`config.mk`:
```
export PLATFORM = sky130hd
export DESIGN_NAME = crc_test_controller_flat
export DESIGN_NICKNAME = d
export VERILOG_FILES = /design/src/logic/crc_checker_pkg.sv /design/src/logic/crc_link_if.sv /design/src/logic/crc_test_controller.sv /design/src/flat_wrapper.sv
export VERILOG_INCLUDE_DIRS = /design/src /design/src/logic
export SDC_FILE = /design/constraint.sdc
export NUM_CORES = 1
export LEC_CHECK = 0
export ABC_AREA = 1
export BUFFER_PORTS_ARGS = -buffer_cell sky130_fd_sc_hd__buf_2
export CAP_MARGIN = 25
export CORE_MARGIN = 4
export CORE_UTILIZATION = 60
export CTS_BUF_LIST = sky130_fd_sc_hd__clkbuf_4 sky130_fd_sc_hd__clkbuf_8 sky130_fd_sc_hd__clkbuf_16
export CTS_CLUSTER_DIAMETER = 80
export DETAILED_ROUTE_END_ITERATION = 7
export GPL_TIMING_DRIVEN = 0
export PLACE_DENSITY = 0.82
export SYNTH_ARGS = -nofsm -noshare
export SYNTH_HDL_FRONTEND = slang
export SYNTH_SLANG_ARGS = --single-unit
```
`constraint.sdc`:
```
create_clock -name core_clk -period 5.2 [get_ports core_clk]
set_clock_uncertainty 0.05 [all_clocks]
set_input_delay 1.3 -clock core_clk [delete_from_list [all_inputs] [get_ports core_clk]]
set_output_delay 1.3 -clock core_clk [all_outputs]
set_load 0.03 [all_outputs]
```
`src/logic/crc_checker_map.svh`:
```
// Named constants shared by the configuration checker and its test controller
// Assumes inclusion by bare name from files under logic/
`ifndef CRC_CHECKER_MAP_SVH
`define CRC_CHECKER_MAP_SVH

// Clock rate
`define CLK_PERIOD_NS 10
// Data and CRC widths
`define WORD_MSB 31
`define FCRC_MSB 15
// Frame layout: data words per frame, then one CRC word in the low half
`define FRAME_WORDS 4
`define FW_CW 3
`define FW_AW 2
`define NUM_FRAMES 16
`define FRAME_AW 4
`define CELL_WORDS 64
`define CELL_AW 6
`define BIT_AW 5
// Generators and seeds
`define CRC16_POLY 16'h1021
`define CRC16_INIT 16'hFFFF
`define CRC32_POLY 32'h04C11DB7
`define CRC32_INIT 32'hFFFFFFFF
// Test access instruction codes
`define INSTR_MSB 9
`define LOAD_CRC_REF_CODE 10'h015
`define IDLE_INSTR_CODE 10'h3FF
`define SHIFT_LAST 5'h1F
// Reconfiguration pulse: least width in ns and its cycle count
`define RECONFIG_PULSE_NS 100
`define RECONFIG_CYCLES ((`RECONFIG_PULSE_NS + `CLK_PERIOD_NS - 1) / `CLK_PERIOD_NS)
`define PULSE_CW 4
// Controller register word indices
`define ADDR_MSB 2
`define REG_CTRL 3'h0
`define REG_BAD_VALUE 3'h1
`define REG_SAVED 3'h2
`define REG_STATUS 3'h3
`define REG_IRQ_STATUS 3'h4
`define REG_IRQ_MASK 3'h5
// Control bits
`define CTRL_INJECT 0
`define CTRL_RESTORE 1
`define CTRL_RECONFIG 2
`define CTRL_AUTO 3
// Event bits, shared by status and mask
`define IRQ_MSB 2
`define IRQ_ERR_RISE 0
`define IRQ_OP_DONE 1
`define IRQ_CFG_FAIL 2

`endif

```
`src/logic/crc_checker_pkg.sv`:
```
// Types shared by the configuration checker and its test controller
// Assumes nothing from the map header; the state encodings are written here
package crc_checker_pkg;

  // Device life cycle
  typedef enum logic [1:0] {
    CFG_LOAD  = 2'b00,
    CFG_REF   = 2'b01,
    CFG_FAIL  = 2'b10,
    USER_MODE = 2'b11
  } cfg_state_t;

  // Test controller sequence
  typedef enum logic [1:0] {
    T_IDLE    = 2'b00,
    T_CAPTURE = 2'b01,
    T_SHIFT   = 2'b10,
    T_UPDATE  = 2'b11
  } test_state_t;

endpackage

```
`src/logic/crc_link_if.sv`:
```
// Link between the checking device and the test controller
// Assumes both ends run on the same core_clk; no clock travels here
`timescale 1ns/1ns
interface crc_link_if;
  logic reconfig_request_n;  // Low restarts configuration
  logic [9:0] instr;         // Selected test instruction
  logic dr_capture;          // Load shift register from reference
  logic dr_shift;            // Shift one bit per clock
  logic dr_update;           // Write shift register into reference
  logic tdi;                 // Serial data toward device
  logic tdo;                 // Serial data from device
  logic crc_error;           // High when last pass mismatched
  logic config_status_n;     // Low after a frame CRC mismatch

  modport device_end (
    input reconfig_request_n, instr, dr_capture, dr_shift, dr_update, tdi,
    output tdo, crc_error, config_status_n
  );
  modport test_end (
    output reconfig_request_n, instr, dr_capture, dr_shift, dr_update, tdi,
    input tdo, crc_error, config_status_n
  );
endinterface

```
`src/logic/crc_test_controller.sv`:
```
// Far end: test controller and error monitor, ordered over Avalon-MM.
// Assumes the device end shares core_clk and sits on the same link.
`timescale 1ns/1ns
`include "crc_checker_map.svh"
module crc_test_controller
  import crc_checker_pkg::*;
(
  // Clock and reset
  input wire logic core_clk,
  input wire logic rst_n,
  // Avalon-MM slave, word addressed
  input wire logic [`ADDR_MSB:0] avs_address,
  input wire logic avs_read,
  input wire logic avs_write,
  input wire logic [`WORD_MSB:0] avs_writedata,
  output logic [`WORD_MSB:0] avs_readdata,
  output logic avs_waitrequest,
  // Interrupt
  output logic irq,
  // Link toward the device
  crc_link_if.test_end link
);

  test_state_t state;                 // Sequence state
  logic is_inject;                    // Current run keeps tdo bits
  logic [`BIT_AW-1:0] bit_cnt;        // Bits shifted so far
  logic [`WORD_MSB:0] sh_out;         // Value going out on tdi
  logic [`WORD_MSB:0] saved;          // Reference read back
  logic saved_valid;                  // Saved holds a read value
  logic [`WORD_MSB:0] bad_value;      // Value to inject
  logic auto_reconfig;                // Pulse on every error rise
  logic [`PULSE_CW-1:0] pulse_cnt;    // Reconfiguration pulse left
  logic [`IRQ_MSB:0] irq_status;      // Sticky events
  logic [`IRQ_MSB:0] irq_mask;        // Event enables
  logic err_prev;                     // Error level last cycle
  logic status_prev;                  // Status level last cycle
  logic wait_done;                    // One wait state served

  // Bus decode: one wait state, access acts on the second cycle
  wire bus_req = avs_read | avs_write;
  wire wr_go = avs_write & wait_done;
  wire wr_ctrl = wr_go & (avs_address == `REG_CTRL);
  wire wr_bad = wr_go & (avs_address == `REG_BAD_VALUE);
  wire wr_irq = wr_go & (avs_address == `REG_IRQ_STATUS);
  wire wr_mask = wr_go & (avs_address == `REG_IRQ_MASK);
  wire idle = (state == T_IDLE);
  // Inject wins when both are asked in one write
  wire start_inj = wr_ctrl & avs_writedata[`CTRL_INJECT] & idle;
  wire start_rst = wr_ctrl & avs_writedata[`CTRL_RESTORE] & idle & ~start_inj;
  wire last_bit = (bit_cnt == `SHIFT_LAST);
  wire pulse_active = (pulse_cnt != '0);
  wire busy = ~idle | pulse_active;
  // Events
  wire err_rise = link.crc_error & ~err_prev;
  wire op_done = (state == T_UPDATE);
  wire cfg_fail = ~link.config_status_n & status_prev;
  wire [`IRQ_MSB:0] irq_event = {cfg_fail, op_done, err_rise};
  wire [`IRQ_MSB:0] irq_clr = wr_irq ? avs_writedata[`IRQ_MSB:0] : '0;
  // Monitor either ignores the error or pulses reconfiguration
  wire pulse_go = (wr_ctrl & avs_writedata[`CTRL_RECONFIG]) | (auto_reconfig & err_rise);
  wire [`WORD_MSB:0] status_word = {28'h0000000, saved_valid, link.config_status_n,
                                    link.crc_error, busy};
  // Read selection; unmapped words read zero
  wire [`WORD_MSB:0] read_mux =
    (avs_address == `REG_CTRL) ? {28'h0000000, auto_reconfig, 3'h0} :
    (avs_address == `REG_BAD_VALUE) ? bad_value :
    (avs_address == `REG_SAVED) ? saved :
    (avs_address == `REG_STATUS) ? status_word :
    (avs_address == `REG_IRQ_STATUS) ? {29'h00000000, irq_status} :
    (avs_address == `REG_IRQ_MASK) ? {29'h00000000, irq_mask} : '0;

  // Wait state and registered read data
  always_ff @(posedge core_clk) begin
    if (!rst_n) begin
      wait_done <= 1'b0;
      avs_readdata <= '0;
    end else begin
      wait_done <= bus_req & ~wait_done;
      if (avs_read && !wait_done) begin
        avs_readdata <= read_mux;
      end
    end
  end

  // Software settings
  always_ff @(posedge core_clk) begin
    if (!rst_n) begin
      bad_value <= '0;
      auto_reconfig <= 1'b0;
      irq_mask <= '0;
    end else begin
      if (wr_bad) begin
        bad_value <= avs_writedata;
      end
      if (wr_ctrl) begin
        auto_reconfig <= avs_writedata[`CTRL_AUTO];
      end
      if (wr_mask) begin
        irq_mask <= avs_writedata[`IRQ_MSB:0];
      end
    end
  end

  // Sticky events; a new event beats a clear in the same cycle
  always_ff @(posedge core_clk) begin
    if (!rst_n) begin
      irq_status <= '0;
      err_prev <= 1'b0;
      status_prev <= 1'b1;
    end else begin
      irq_status <= (irq_status & ~irq_clr) | irq_event;
      err_prev <= link.crc_error;
      status_prev <= link.config_status_n;
    end
  end

  // Shift sequence: capture, 32 shifts, update
  always_ff @(posedge core_clk) begin
    if (!rst_n) begin
      state <= T_IDLE;
      is_inject <= 1'b0;
      bit_cnt <= '0;
      sh_out <= '0;
    end else begin
      case (state)
        T_IDLE: begin
          if (start_inj) begin
            // Bad value goes in while the good one comes out
            state <= T_CAPTURE;
            is_inject <= 1'b1;
            sh_out <= bad_value;
          end else if (start_rst) begin
            state <= T_CAPTURE;
            is_inject <= 1'b0;
            sh_out <= saved;
          end
        end
        T_CAPTURE: begin
          state <= T_SHIFT;
          bit_cnt <= '0;
        end
        T_SHIFT: begin
          sh_out <= {1'b0, sh_out[`WORD_MSB:1]};
          bit_cnt <= bit_cnt + 1'b1;
          if (last_bit) begin
            state <= T_UPDATE;
          end
        end
        T_UPDATE: begin
          state <= T_IDLE;
        end
        default: begin
          state <= T_IDLE;
        end
      endcase
    end
  end

  // Correct reference is kept before the bad one takes effect
  always_ff @(posedge core_clk) begin
    if (!rst_n) begin
      saved <= '0;
      saved_valid <= 1'b0;
    end else if (state == T_SHIFT && is_inject) begin
      saved <= {link.tdo, saved[`WORD_MSB:1]};
      saved_valid <= last_bit;
    end
  end

  // Reconfiguration pulse of least width
  always_ff @(posedge core_clk) begin
    if (!rst_n) begin
      pulse_cnt <= '0;
    end else if (pulse_go && !pulse_active) begin
      pulse_cnt <= `PULSE_CW'(`RECONFIG_CYCLES);
    end else if (pulse_active) begin
      pulse_cnt <= pulse_cnt - 1'b1;
    end
  end

  // Outputs
  assign avs_waitrequest = bus_req & ~wait_done;
  assign irq = |(irq_status & irq_mask);
  assign link.reconfig_request_n = ~pulse_active;
  assign link.instr = idle ? `IDLE_INSTR_CODE : `LOAD_CRC_REF_CODE;
  assign link.dr_capture = (state == T_CAPTURE);
  assign link.dr_shift = (state == T_SHIFT);
  assign link.dr_update = (state == T_UPDATE);
  assign link.tdi = sh_out[0];

endmodule

```
`src/flat_wrapper.sv`:
```
// flat-port wrapper written by rule: the top's interface ports become plain ports
module crc_test_controller_flat import crc_checker_pkg::*;
  (core_clk, rst_n, avs_address, avs_read, avs_write, avs_writedata, avs_readdata, avs_waitrequest, irq, link_reconfig_request_n, link_instr, link_dr_capture, link_dr_shift, link_dr_update, link_tdi, link_tdo, link_crc_error, link_config_status_n);
  crc_link_if link_i ();
  input wire logic core_clk;
  input wire logic rst_n;
  input wire logic [`ADDR_MSB:0] avs_address;
  input wire logic avs_read;
  input wire logic avs_write;
  input wire logic [`WORD_MSB:0] avs_writedata;
  output logic [`WORD_MSB:0] avs_readdata;
  output logic avs_waitrequest;
  output logic irq;
  output wire logic [$bits(link_i.reconfig_request_n)-1:0] link_reconfig_request_n;
  output wire logic [$bits(link_i.instr)-1:0] link_instr;
  output wire logic [$bits(link_i.dr_capture)-1:0] link_dr_capture;
  output wire logic [$bits(link_i.dr_shift)-1:0] link_dr_shift;
  output wire logic [$bits(link_i.dr_update)-1:0] link_dr_update;
  output wire logic [$bits(link_i.tdi)-1:0] link_tdi;
  input wire logic [$bits(link_i.tdo)-1:0] link_tdo;
  input wire logic [$bits(link_i.crc_error)-1:0] link_crc_error;
  input wire logic [$bits(link_i.config_status_n)-1:0] link_config_status_n;
  assign link_reconfig_request_n = link_i.reconfig_request_n;
  assign link_instr = link_i.instr;
  assign link_dr_capture = link_i.dr_capture;
  assign link_dr_shift = link_i.dr_shift;
  assign link_dr_update = link_i.dr_update;
  assign link_tdi = link_i.tdi;
  assign link_i.tdo = link_tdo;
  assign link_i.crc_error = link_crc_error;
  assign link_i.config_status_n = link_config_status_n;
  crc_test_controller u_core (.core_clk(core_clk), .rst_n(rst_n), .avs_address(avs_address), .avs_read(avs_read), .avs_write(avs_write), .avs_writedata(avs_writedata), .avs_readdata(avs_readdata), .avs_waitrequest(avs_waitrequest), .irq(irq), .link(link_i));
endmodule
```
==> impl_metrics.csv <==
group,metric,value,unit
logic_synthesis,synth.cell_area,0.00692,mm^2
pwr,power_switching,0.00107,W
routing,drc_errors,0,
worst_setup_path,arrival,1.76,ns
worst_setup_path,cp-end-kind,"primary output",
finish,final_common_cell,"nand2_1",
routing,postRouteAntennaNets,0,
logic_synthesis,synthArstFlopShare,0,
worst_hold_path,hold_depth,2,
die,die-width,115,um
die,initial_utilization,0.625,
pwr,sequentialPowerShare,0.379,
finish,area_delta_synth_final,17.7,%
die,row_count,38,
logic_synthesis,postSynthRegisterBits,151,
sta,fmax,0.321,GHz
sta,worstMarginPinSlew,0.589,ns
sta,worst_slack,2.09,ns
worst_setup_path,rr_startpoint,"u_core.state[0]$_SDFFE_PN0P_",
global_routing,grt_pass1_vias,6096,
status,status,"finished clean",
global_routing,track_usage,0.286,
clocking,clock_latency,0.43,ns
clocking,cts_root_buf,"clkbuf_16",
clocking,cts_resized,0,
worst_setup_path,reg2regPathDepth,7,
pwr,internal-power,0.00230,W
sta,hold_ws,0.409,ns
worst_setup_path,reg2reg_to,"u_core.saved[3]$_SDFFE_PN0P_",
logic_synthesis,synth_cells,987,
sta,rsz0062_at_grt,"no",
logic_synthesis,ys_types,33,
worst_hold_path,worstHoldPathType,"reg -> reg",
sta,setup_tns,0,ns
die,dieArea,0.0133,mm^2
logic_synthesis,synth-edff-count,0,
worst_setup_path,worst-setup-path-type,"in -> out",
clocking,cts_tree,"done",
pwr,sw_frac_of_total,0.317,
flow_run,maxCapViolCount,0,
sta,period_minus_slack,3.11,ns
worst_setup_path,rrSetupSlack,3.17,ns
finish,fin_nets,1141,
clocking,cts_setup_buffers,0,
routing,drt_iter0_drc,772,
routing,vias_per_cell,5.46,
finish,drive_gt1_frac,0.150,
pwr,pwr-share-clk,0.380,
clocking,h-tree-depth,4,
worst_hold_path,hold_end,"u_core.pulse_cnt[0]$_SDFFE_PP0P_",
finish,final_cell_mix,"nand2_1 (277), dfxtp_1 (151), a21oi_1 (118)",
pwr,p_leak,3.38,nW
global_routing,grt_max_degree,17,
worst_setup_path,cp-start-kind,"input pin",
routing,wl,18.6,mm
clocking,cts_sinks,151,
sta,relSlewSlack,0.607,
sta,final_max_slew_viol_count,0,
clocking,holdBufCountCts,0,
logic_synthesis,synth_ff_type,"dfxtp_1",
routing,wire_per_inst,14.9,um
die,core,0.0111,mm^2
placement,place.detailed.hpwl,13.5,mm
logic_synthesis,avgSynthCellArea,7.01,um^2
placement,portBuffers,84,
die,die_h,115,um
clocking,clkTransAtPathRegs,0.06,ns
sta,finalSetupViolations,0,
placement,place_congestion,0.872,
pwr,ir_drop,0.000380,V
global_routing,grt_pass1_wl,30.0,mm
sta,hold_viol_final,0,
global_routing,antenna_found_initial,0,
pwr,comb_power_share,0.242,
finish,num_antenna_cells,0,
routing,via_count,6798,
routing,drt_first_pass_iters,8,
clocking,clk_path_buf_depth,2,
worst_setup_path,cp_max_fo,2,
logic_synthesis,yosysWarnings,0,
global_routing,grt-ovfl-total,0,
pwr,power_density,414,mW/mm^2
die,ios,91,
clocking,cts_buffers,17,
placement,place_ws,2.08,ns
worst_setup_path,worstPathRequired,3.85,ns
worst_hold_path,min-delay-start,"u_core.pulse_cnt[0]$_SDFFE_PP0P_",
sta,post-route-period-util,0.599,
logic_synthesis,yosysSeqAreaShare,0.437,
-- how the worst max path moves through the flow --
stage	start	endpoint	slack [ns]	cells after the start
after floorplan	avs_write	avs_waitrequest	2.11	2
after global placement	avs_write	avs_waitrequest	2.10	4
after detailed placement	avs_write	avs_waitrequest	2.08	4
after CTS	avs_write	avs_waitrequest	2.08	4
after global routing	u_core.pulse_cnt[1]$_SDFFE_PN0P_	link_reconfig_request_n	2.01	5
final	avs_write	avs_waitrequest	2.09	4
-- metrics by stage --
step / std cells / util / area, um^2 / total power (W)
final: 1245 / 0.735 / 8150 / 0.00337
after detailed placement: 1213 / 0.679 / 7530 / 0.00211
after floorplan: 989 / - / 6930 / 0.00191
after global placement: 1213 / 0.679 / 7530 / 0.00210
after global routing: 1245 / 0.735 / 8150 / 0.00353
after CTS: 1245 / 0.735 / 8150 / 0.00337
-- area by class of cell --
type                    count  area [um^2]
inverters                  69          260
fillers                   922         2930
clock inverters            11          146
flip-flops and latches    151         3020
well taps                 140          175
plain buffers              74          412
clock buffers              21          474
repair buffers             84          420
multi-input cells         695         3240
-- layer usage --
metal  wire length (um)  part of all wire  vias up  track usage
li1                   -                 -     3396            -
met1               8720              0.47     3084        0.417
met2               7910              0.43      289        0.427
met4                297             0.016        0       0.0837
met3               1630             0.088       29       0.0611
met5                  0                 0        -            0
-- synthesized netlist by cell type (3+ instances only) --
cell / instances / area (um^2)
o21ai_0: 100 / 500
nor3_1: 8 / 40.0
a21oi_1: 118 / 591
nand3_1: 15 / 75.1
o21ai_1: 32 / 160
a21boi_0: 30 / 225
buf_6: 8 / 90.1
o22ai_1: 5 / 31.3
buf_4: 16 / 120
nand2_1: 277 / 1040
clkbuf_1: 37 / 139
nor2_4: 4 / 45.0
inv_1: 65 / 244
dfxtp_1: 151 / 3020
nand2_2: 4 / 25.0
buf_2: 11 / 55.1
ha_1: 7 / 87.6
nand4_1: 3 / 18.8
nor2_1: 77 / 289
-- critical path: stages --
cell and delay, ns:
buf_2 0.11, nor2_1 0.13, nor2_1 0.05, buf_2 0.17
-- sequential cells by signal, summed over array words and instances (netlist names) --
name	cells
u_core.avs_readdata	32
u_core.bad_value	32
u_core.saved	32
u_core.sh_out	32
u_core.bit_cnt	5
u_core.pulse_cnt	4
u_core.irq_mask	3
u_core.irq_status	3
u_core.state	2
u_core.auto_reconfig	1
u_core.err_prev	1
u_core.is_inject	1
u_core.saved_valid	1
u_core.status_prev	1
u_core.wait_done	1
-- cell families (layout without fill, tap and decap cells) --
group,after synthesis,in the layout,share of synthesized area
AOI/OAI and AO/OA,289,289,0.222
xor gates and xnor gates,2,2,0.00253
adders and majority gates,7,7,0.0127
buffers and inverters,143,259,0.0971
DFF,151,151,0.437
other,1,3,0.000542
and+or+nand+nor,394,394,0.229
-- power by group through the flow --
| stage | sequential, W | combinational, W | clock [W] |
|---|---|---|---|
| detailed placement | 0.00130 | 0.000810 | 0 |
| global route | 0.00128 | 0.000901 | 0.00134 |
| global placement | 0.00130 | 0.000801 | 0 |
| floorplan | 0.00130 | 0.000618 | 0 |
| CTS | 0.00128 | 0.000814 | 0.00128 |
| finish | 0.00128 | 0.000814 | 0.00128 |
Power figures use the tool's default switching activity.
